### src/include/lps_params.svh
// Constants for the LED driver power sequencer
`ifndef LPS_PARAMS_SVH
`define LPS_PARAMS_SVH
`define LPS_BR_W 5
`define LPS_BR_MAX 5'h1F
`define LPS_BR_ZERO 5'h00
`define LPS_SS_W 8
`define LPS_SS_STEPS 8'hFF
`define LPS_HYST_W 4
`define LPS_HYST_CNT 4'hF
`endif

### src/include/lps_pkg.sv
// Types for the LED driver power sequencer
package lps_pkg;
  typedef enum logic [1:0] {
    LPS_MODE_1X,
    LPS_MODE_3_2,
    LPS_MODE_2_1
  } lps_mode_t;
  typedef enum logic [1:0] {
    LPS_ST_LOWPWR,
    LPS_ST_SOFTSTART,
    LPS_ST_RUN,
    LPS_ST_THERMAL
  } lps_state_t;
endpackage : lps_pkg

### src/core/lps_sync.sv
// Two-flop synchroniser for asynchronous level inputs
`timescale 1ns/1ps
module lps_sync (
  // Clock and reset
  input wire logic ref_clk,
  input wire logic rstn,
  input wire logic clk_en,
  // Data
  input wire logic async_in,
  output logic sync_out
);
  logic meta_ff;
  always_ff @(posedge ref_clk or negedge rstn) begin
    if (!rstn) begin
      meta_ff <= 1'b0;
      sync_out <= 1'b0;
    end else if (clk_en) begin
      meta_ff <= async_in;
      sync_out <= meta_ff;
    end
  end
endmodule : lps_sync

### src/core/lps_sequencer.sv
// Power-state, soft-start and pump mode sequencer for a three-channel LED driver
// -----------------------------------------------------------------------------
// -----------------------------------------------------------------------------
`timescale 1ns/1ps
`include "lps_params.svh"
module lps_sequencer (
  // Clock, reset, enable
  input wire logic ref_clk,
  input wire logic rstn,
  input wire logic clk_en,
  // Host pins and decoded command
  input wire logic chip_on_pin,
  input wire logic cmd_valid,
  input wire logic [`LPS_BR_W-1:0] cmd_word,
  // Analogue status
  input wire logic over_temp,
  input wire logic headroom_low,
  input wire logic headroom_high,
  // Outputs
  output logic power_on_request,
  output logic shutdown,
  output logic [`LPS_BR_W-1:0] brightness_word,
  output logic [`LPS_SS_W-1:0] soft_start_level,
  output lps_pkg::lps_mode_t pump_mode
);
  import lps_pkg::*;

  // ---------------------------------------------------------------------------
  // Input synchronisation
  // ---------------------------------------------------------------------------
  // Word rides the same two flops as valid; the host must set it no later than valid
  localparam int NSYNC = `LPS_BR_W + 5;
  logic chip_on_s, cmd_valid_s, over_temp_s, low_s, high_s;
  logic [`LPS_BR_W-1:0] word_s;
  logic chip_on_d_ff, cmd_valid_d_ff;
  logic [NSYNC-1:0] async_in, sync_out;
  assign async_in = {cmd_word, chip_on_pin, cmd_valid, over_temp, headroom_low, headroom_high};
  assign {word_s, chip_on_s, cmd_valid_s, over_temp_s, low_s, high_s} = sync_out;
  genvar gi;
  generate
    for (gi = 0; gi < NSYNC; gi++) begin : g_sync
      lps_sync u_sync (
        .ref_clk(ref_clk),
        .rstn(rstn),
        .clk_en(clk_en),
        .async_in(async_in[gi]),
        .sync_out(sync_out[gi])
      );
    end
  endgenerate

  always_ff @(posedge ref_clk or negedge rstn) begin
    if (!rstn) begin
      chip_on_d_ff <= 1'b0;
      cmd_valid_d_ff <= 1'b0;
    end else if (clk_en) begin
      chip_on_d_ff <= chip_on_s;
      cmd_valid_d_ff <= cmd_valid_s;
    end
  end

  logic on_rise, on_fall, cmd_stb, cmd_nz, cmd_z;
  assign on_rise = chip_on_s & ~chip_on_d_ff;
  assign on_fall = ~chip_on_s & chip_on_d_ff;
  // Command word is stable while valid is high, so it is read at the valid edge
  assign cmd_stb = cmd_valid_s & ~cmd_valid_d_ff;
  assign cmd_nz = cmd_stb && (word_s != `LPS_BR_ZERO);
  assign cmd_z = cmd_stb && (word_s == `LPS_BR_ZERO);

  // ---------------------------------------------------------------------------
  // Brightness word
  // ---------------------------------------------------------------------------
  always_ff @(posedge ref_clk or negedge rstn) begin
    if (!rstn) begin
      brightness_word <= `LPS_BR_MAX;
    end else if (clk_en && cmd_stb) begin
      brightness_word <= word_s;
    end
  end

  // ---------------------------------------------------------------------------
  // Power-on request
  // ---------------------------------------------------------------------------
  // Request resets low; synchronisers reset low too, so a pin high at power-up reads as a rise
  logic nxt_req;
  logic req_ff;
  always_comb begin
    nxt_req = req_ff;
    if (cmd_z || on_fall) begin
      nxt_req = 1'b0;
    end
    if (cmd_nz || on_rise) begin
      nxt_req = 1'b1;
    end
    if (cmd_z) begin
      nxt_req = 1'b0;
    end
  end
  always_ff @(posedge ref_clk or negedge rstn) begin
    if (!rstn) begin
      req_ff <= 1'b0;
    end else if (clk_en) begin
      req_ff <= nxt_req;
    end
  end

  // ---------------------------------------------------------------------------
  // Power state machine
  // ---------------------------------------------------------------------------
  lps_state_t state_ff, nxt_state;
  logic [`LPS_SS_W-1:0] ss_ff;
  always_comb begin
    nxt_state = state_ff;
    case (state_ff)
      LPS_ST_LOWPWR: begin
        if (req_ff) begin
          nxt_state = LPS_ST_SOFTSTART;
        end
      end
      LPS_ST_SOFTSTART: begin
        if (!req_ff) begin
          nxt_state = LPS_ST_LOWPWR;
        end else if (ss_ff == `LPS_SS_STEPS) begin
          nxt_state = LPS_ST_RUN;
        end
      end
      LPS_ST_RUN: begin
        if (!req_ff) begin
          nxt_state = LPS_ST_LOWPWR;
        end
      end
      default: begin
        if (!over_temp_s) begin
          nxt_state = LPS_ST_LOWPWR;
        end
      end
    endcase
    if (over_temp_s) begin
      nxt_state = LPS_ST_THERMAL;
    end
  end
  always_ff @(posedge ref_clk or negedge rstn) begin
    if (!rstn) begin
      state_ff <= LPS_ST_LOWPWR;
    end else if (clk_en) begin
      state_ff <= nxt_state;
    end
  end

  // ---------------------------------------------------------------------------
  // Soft-start ramp
  // ---------------------------------------------------------------------------
  always_ff @(posedge ref_clk or negedge rstn) begin
    if (!rstn) begin
      ss_ff <= '0;
    end else if (clk_en) begin
      if (nxt_state == LPS_ST_LOWPWR || nxt_state == LPS_ST_THERMAL) begin
        ss_ff <= '0;
      end else if (ss_ff != `LPS_SS_STEPS) begin
        ss_ff <= ss_ff + 1'b1;
      end
    end
  end

  // ---------------------------------------------------------------------------
  // Pump mode with hysteresis
  // ---------------------------------------------------------------------------
  // Headroom must persist a full count before a step; limits chatter near thresholds
  logic [`LPS_HYST_W-1:0] hyst_ff;
  lps_mode_t mode_ff;
  logic run_ok;
  assign run_ok = (state_ff == LPS_ST_RUN);
  always_ff @(posedge ref_clk or negedge rstn) begin
    if (!rstn) begin
      hyst_ff <= '0;
      mode_ff <= LPS_MODE_1X;
    end else if (clk_en) begin
      if (!run_ok) begin
        hyst_ff <= '0;
        mode_ff <= LPS_MODE_1X;
      end else if (low_s == high_s) begin
        hyst_ff <= '0;
      end else if (hyst_ff != `LPS_HYST_CNT) begin
        hyst_ff <= hyst_ff + 1'b1;
      end else begin
        hyst_ff <= '0;
        if (low_s && mode_ff == LPS_MODE_1X) begin
          mode_ff <= LPS_MODE_3_2;
        end else if (low_s && mode_ff == LPS_MODE_3_2) begin
          mode_ff <= LPS_MODE_2_1;
        end else if (high_s && mode_ff == LPS_MODE_2_1) begin
          mode_ff <= LPS_MODE_3_2;
        end else if (high_s && mode_ff == LPS_MODE_3_2) begin
          mode_ff <= LPS_MODE_1X;
        end
      end
    end
  end

  // ---------------------------------------------------------------------------
  // Registered outputs
  // ---------------------------------------------------------------------------
  always_ff @(posedge ref_clk or negedge rstn) begin
    if (!rstn) begin
      power_on_request <= 1'b0;
      shutdown <= 1'b1;
      soft_start_level <= '0;
      pump_mode <= LPS_MODE_1X;
    end else if (clk_en) begin
      power_on_request <= req_ff && (state_ff != LPS_ST_THERMAL);
      shutdown <= !req_ff || (state_ff == LPS_ST_THERMAL);
      soft_start_level <= ss_ff;
      pump_mode <= mode_ff;
    end
  end
endmodule : lps_sequencer

### config.mk
export PLATFORM = sky130hd
export DESIGN_NAME = lps_sequencer
export DESIGN_NICKNAME = d
export VERILOG_FILES = /design/src/include/lps_pkg.sv /design/src/core/lps_sync.sv /design/src/core/lps_sequencer.sv
export VERILOG_INCLUDE_DIRS = /design/src /design/src/include
export SDC_FILE = /design/constraint.sdc
export NUM_CORES = 1
export LEC_CHECK = 0
export BUFFER_PORTS_ARGS = -buffer_cell sky130_fd_sc_hd__buf_2
export CAP_MARGIN = 5
export CORE_MARGIN = 1
export CORE_UTILIZATION = 51
export CTS_CLUSTER_SIZE = 20
export DETAILED_ROUTE_END_ITERATION = 12
export PLACE_DENSITY = 0.74
export SYNTH_ARGS = -nofsm -noshare
export SYNTH_HDL_FRONTEND = slang
export SYNTH_SLANG_ARGS = --single-unit
### constraint.sdc
create_clock -name ref_clk -period 1.6 [get_ports ref_clk]
set_clock_uncertainty 0.15 [all_clocks]
set_input_delay 0.24 -clock ref_clk [delete_from_list [all_inputs] [get_ports ref_clk]]
set_output_delay 0.24 -clock ref_clk [all_outputs]
set_load 0.02 [all_outputs]
Word level (Yosys, flattened, before mapping)

Index checks and enable logic that the tools add are counted.

Bits of input ports: 13
Output and inout bits: 17
Memories kept: 0
Logic and storage cells: 98
Latch bits: 0
Flip-flop bits (word level): 56
Bits in writable memories: 0
ROM bits: 0

Bitwise operators: 6
Reductions and logical operators: 23
Shift operators: 0
Equal/unequal tests: 14
Multiply operators: 0
Multiplexer cells: 21
$add $sub $neg: 2
Order comparisons: 0
Divide/modulo/power cells: 0

Operators with widths:

| cell                                                            | count |
|---|---|
| 2-bit 2-to-1 mux                                                | 12 |
| 8-bit 2-to-1 mux                                                | 2 |
| 4-bit 2-to-1 mux                                                | 3 |
| 8-bit by 1-bit adder with 8-bit output, second input constant   | 1 |
| 2-bit == test, second input constant                            | 4 |
| 8-bit == test, second input constant                            | 1 |
| 1-bit logical AND                                               | 8 |
| 8-bit != test, second input constant                            | 1 |
| 2-bit logical NOT                                               | 3 |
| 2-bit != test, second input constant                            | 3 |
| 2-bit case mux with 3 select lines                              | 1 |
| 5-bit logical NOT                                               | 1 |
| 5-bit by 1-bit != test with 1-bit output, second input constant | 1 |
| 5-bit nonzero test                                              | 1 |
| 4-bit by 1-bit adder with 4-bit output, second input constant   | 1 |
| 2-bit by 1-bit == test with 1-bit output, second input constant | 2 |
| 1-bit logical OR                                                | 4 |
| 4-bit != test, second input constant                            | 1 |
| 2-bit AND reduction                                             | 2 |
| 4-bit AND reduction                                             | 1 |
| 1-bit AND                                                       | 3 |
| 1-bit 2-to-1 mux                                                | 3 |
| 1-bit inverter                                                  | 3 |
| 3-bit nonzero test                                              | 1 |
| 3 further kinds                                                 | 3 |

Depth between registers and ports, before layout

Word-level depth: 9
Gate-level depth with buffers: 5
Gate-level depth less buffers: 5

Hierarchy

A second synthesis with hierarchy kept.

Cell total of the unflattened synthesis: 200
Area, all modules: 2,438.6 µm²

Modules (own cells, without submodules):

| module        | seq. area each (µm²) | cells an instance | times used | area each (µm²) |
|---|---|---|---|---|
| lps_sequencer | 908.4                | 160               | 1          | 1,712.9 |
| lps_sync      | 50.0                 | 4                 | 10         | 72.6 |

Worst setup path after synthesis

Ideal clock, no wire load.

Kind: register -> register
Start point: reg mode_ff[1]
End point: reg mode_ff[0]
Required time: 1.329 ns
Path slack: -0.067 ns
Cell stages (with the launch flop): 5
Buffers on the path: 0
Arrival: 1.396 ns
Path through: dfrtp_1 or4bb_1 a31oi_1 o21ai_1 a22o_1

Cells in the longest elaborated chain, start to end: 8
Elaborated cells on any way between the ends: 15

Ends and longest elaborated chain:

| item                   | RTL line             | source |
|---|---|---|
| start, declared        | lps_sequencer.sv:170 | `lps_mode_t mode_ff;` |
| start signal, assigned | lps_sequencer.sv:176 | `mode_ff <= LPS_MODE_1X;` |
| start signal, assigned | lps_sequencer.sv:180 | `mode_ff <= LPS_MODE_1X;` |
| start signal, assigned | lps_sequencer.sv:188 | `mode_ff <= LPS_MODE_3_2;` |
| 2-bit == test          | lps_sequencer.sv:191 | `end else if (high_s && mode_ff == LPS_MODE_2_1) begin` |
| 1-bit logical AND      | lps_sequencer.sv:191 |  |
| 2-bit 2-to-1 mux       | lps_sequencer.sv:191 |  |
| 2-bit 2-to-1 mux       | lps_sequencer.sv:189 | `end else if (low_s && mode_ff == LPS_MODE_3_2) begin` |
| 2-bit 2-to-1 mux       | lps_sequencer.sv:187 | `if (low_s && mode_ff == LPS_MODE_1X) begin` |
| 2-bit 2-to-1 mux       | lps_sequencer.sv:183 | `` end else if (hyst_ff != `LPS_HYST_CNT) begin `` |
| 2-bit 2-to-1 mux       | lps_sequencer.sv:181 | `end else if (low_s == high_s) begin` |
| 2-bit 2-to-1 mux       | lps_sequencer.sv:178 | `if (!run_ok) begin` |

Several ways; a longest one is shown, not always the timed one. The select of a mux whose other input is x is not followed.
A chain may end at the register's enable or synchronous reset.

Final worst setup path

Start point: reg g_sync[0].u_sync.sync_out
End point: reg mode_ff[1]

Cells in the longest elaborated chain, start to end: 7
Elaborated cells on any way between the ends: 12

Ends and longest elaborated chain:

| item                   | RTL line             | source |
|---|---|---|
| start, declared        | lps_sync.sv:10       | `output logic sync_out` |
| start signal, assigned | lps_sync.sv:19       | `sync_out <= meta_ff;` |
| 1-bit logical AND      | lps_sequencer.sv:191 |  |
| 2-bit 2-to-1 mux       | lps_sequencer.sv:191 |  |
| 2-bit 2-to-1 mux       | lps_sequencer.sv:189 |  |
| 2-bit 2-to-1 mux       | lps_sequencer.sv:187 |  |
| 2-bit 2-to-1 mux       | lps_sequencer.sv:183 |  |
| 2-bit 2-to-1 mux       | lps_sequencer.sv:181 |  |
| 2-bit 2-to-1 mux       | lps_sequencer.sv:178 |  |
| end signal, assigned   | lps_sequencer.sv:180 |  |
| end signal, assigned   | lps_sequencer.sv:188 |  |
| end signal, assigned   | lps_sequencer.sv:190 | `mode_ff <= LPS_MODE_2_1;` |

Several ways; a longest one is shown, not always the timed one. The select of a mux whose other input is x is not followed.

==> impl_metrics.json <==
{
  "status": "finished, violations left",
  "violations": "setup timing",
  "drt_iter0_drc": 75,
  "drc": 0,
  "antenna_found_initial": 0,
  "nFillCells": 320,
  "diodes": 0,
  "wl_per_cell_um": 14.9,
  "path_max_fanout": 6,
  "synth.avg_cell_area_um2": 12.3,
  "hold_path.class": "in -> reg",
  "wl_met1_um": 2120,
  "wl_met3_um": 124,
  "relSlewSlack": 0.756,
  "fin_ws_ns": -0.182,
  "p_int_mw": 2.56,
  "area_delta_synth_final_pct": 25.6,
  "die_h_um": 71.2,
  "clk_pin_slew_ns": 0.10,
  "crit_required_ns": 1.69,
  "clkSinkCount": 56,
  "drt-pass1-iter-count": 4,
  "clk_path_buf_depth": 2,
  "pre_cts_ws_ns": -0.112,
  "p_sw_frac": 0.290,
  "final_cell_mix": "dfrtp_1 (50), mux2_2 (37), buf_2 (29)",
  "hold_viol": 0,
  "finalCritPeriodShare": 1.11,
  "yosys_warnings": 0,
  "postRouteAntennaNets": 0,
  "critical_path_arrival_ns": 1.88,
  "post-dp-hpwl_um": 3170,
  "max_freq_mhz": 561,
  "max_cap_violations": 0,
  "start_util": 0.546,
  "die_w_um": 71.2,
  "crit_path_start_kind": "register",
  "die_area_um2": 5070,
  "setup_tns_ns": -0.347,
  "grt_max_degree": 44,
  "grt-ovfl-total": 0,
  "p_seq_frac": 0.505,
  "rows": 24,
  "total_leakage_power_nw": 1.44,
  "routed.top_layer": "met4",
  "clk_latency_ns": 0.31,
  "grtUsageTotal": 0.201,
  "synth-seq-cells": 56,
  "layout_commonest_cell": "dfrtp_1",
  "peakVddDrop_uv": 803,
  "reg2reg_slack_ns": -0.18,
  "finalCriticalPeriod_ns": 1.78,
  "total_power_mw": 3.61,
  "gp_congestion": 0.825,
  "critPathKind": "reg -> reg",
  "synthesis.nets": 214,
  "setup_viol": 2,
  "core_area_um2": 4470,
  "cts_buffers": 5,
  "drive_above_1_share": 0.460,
  "via_per_inst": 5.58,
  "grt_setup_unrepaired": "yes",
  "grt_pass1_vias": 1691,
  "wirelength_um": 4660,
  "power_switching_mw": 1.05,
  "p_per_area_nw_per_um2": 1180,
  "cts-htree-levels": 2,
  "netlist_area_um2": 2440,
  "io_buffers": 29,
  "ioPinCount": 30,
  "synth_cell_types": 40,
  "via_count": 1747,
  "postSynthCellCount": 199,
  "slew_violations": 0,
  "combPwrFrac": 0.242,
  "cts_tree": "done",
  "worst_slew_pin_slew_ns": 0.367,
  "grt_pass1_wl_um": 7880,
  "final_util": 0.686,
  "crit_path_end_kind": "register",
  "fin_nets": 275,
  "yosysSeqAreaShare": 0.577,
  "routed-wl-met2_um": 2380,
  "clkPwrFrac": 0.253,
  "clockRootBuffer": "clkbuf_8"
}
==> power by group through the flow <==
stage          sequential, mW  combinational (mW)  clock (mW)
2_1_floorplan            1.97               0.393           0
3_3_place_gp             1.83               0.809           0
3_5_place_dp             1.85               0.835           0
4_1_cts                  1.82               0.850       0.943
5_1_grt                  1.85               0.951        1.00
6_report                 1.82               0.871       0.913
==> cell usage after synthesis (all sizes together) <==
master | count | area [um^2]
clkbuf | 5 | 18.8
a21oi | 8 | 40.0
mux2 | 37 | 417
buf | 2 | 8.75
a32o | 1 | 10.0
dfrtp | 50 | 1250
a221oi | 1 | 8.76
a22o | 4 | 35.0
dfstp | 6 | 158
a2bb2oi | 1 | 8.76
o221ai | 1 | 8.76
nor2b | 4 | 25.0
nor3 | 5 | 25.0
or3b | 1 | 8.76
a31oi | 1 | 6.26
nand3 | 8 | 40.0
inv | 5 | 18.8
nor2 | 7 | 26.3
a21o | 3 | 22.5
and2 | 1 | 6.26
and4 | 1 | 8.76
nand3b | 3 | 22.5
o211ai | 1 | 7.51
a31o | 1 | 8.76
nand2 | 12 | 45.0
o21ai | 11 | 55.1
ha | 2 | 25.0
or4 | 1 | 7.51
and2b | 1 | 7.51
and3 | 3 | 18.8
nand2b | 1 | 6.26
xor2 | 1 | 8.76
nand4 | 3 | 18.8
or4bb | 2 | 22.5
o21a | 1 | 7.51
o22ai | 2 | 12.5
a211oi | 1 | 7.51
and3b | 1 | 8.76
==> metal layers <==
metal | up-vias | global-route usage
li1 | 855 | -
met4 | 0 | 0.0533
met3 | 5 | 0.0427
met1 | 858 | 0.261
met2 | 29 | 0.344
met5 | - | 0
==> cells by family (layout without fill, tap and decap cells) <==
family / Yosys count / in the layout / synth area share
buffers and inverters: 12 / 74 / 0.0190
and+or+nand+nor: 54 / 54 / 0.122
adders and majority gates: 2 / 2 / 0.0102
AOI/OAI and AO/OA: 37 / 37 / 0.0979
xor gates and xnor gates: 1 / 1 / 0.00359
DFF: 56 / 56 / 0.577
muxes: 37 / 37 / 0.171
==> metrics by stage <==
step / hold slack, ns / std cells / instance area, um^2
detailed placement: 0.0200 / 296 / 2820
global placement: 0.0150 / 296 / 2820
finish: 0.0110 / 313 / 3070
floorplan: -0.206 / 199 / 2440
CTS: 0.000532 / 309 / 2990
global route: -0.00429 / 313 / 3070
==> worst max-delay path, cell delays in order (launching register included) <==
cell	delay, ns
dfrtp_1	0.44
or4bb_4	0.57
a31oi_4	0.21
and3_4	0.21
a32o_1	0.14
==> final timing paths <==
path / startpoint / to / cells past startpoint
hold reg to reg: pump_mode[0]$_DFFE_PN0P_ / pump_mode[0]$_DFFE_PN0P_ / 1
hold / removal: cmd_word[2] / g_sync[7].u_sync.meta_ff$_DFFE_PN0P_ / 2
setup reg to reg: g_sync[0].u_sync.sync_out$_DFFE_PN0P_ / mode_ff[1]$_DFFE_PN0P_ / 4
min in group asynchronous: rstn / hyst_ff[3]$_DFFE_PN0P_ / 2
setup / recovery: g_sync[0].u_sync.sync_out$_DFFE_PN0P_ / mode_ff[1]$_DFFE_PN0P_ / 4
max in group asynchronous: rstn / brightness_word[0]$_DFFE_PN1P_ / 3
==> flip-flops by register name, summed over array words and instances (netlist names), 2 cells and up <==
| name | cells |
|---|---|
| mode_ff | 2 |
| g_sync.u_sync.meta_ff | 10 |
| ss_ff | 8 |
| soft_start_level | 8 |
| brightness_word | 5 |
| g_sync.u_sync.sync_out | 10 |
| state_ff | 2 |
| hyst_ff | 4 |
| pump_mode | 2 |
==> what timing repair did <==
item / 4_1_cts / 5_1_grt
setup endpoints to repair: 3 / 8
hold endpoints to repair: 14 / 2
resized for setup: 3 / 12
hold buffers: 2 / 2
setup buffers: 3 / 2
pin swaps: 5 / 2
==> layout make-up <==
cell class | instances | area [um^2] | share of cell area
clock buffer | 5 | 68.8 | 0.0224
clock inverter | 3 | 42.5 | 0.0139
inverter | 5 | 18.8 | 0.00612
multi-input combinational | 131 | 1040 | 0.339
sequential | 56 | 1410 | 0.459
tap | 52 | 65.1 | 0.0212
timing repair buffer | 61 | 424 | 0.138
Note: power is estimated with default switching activity, not from simulation.
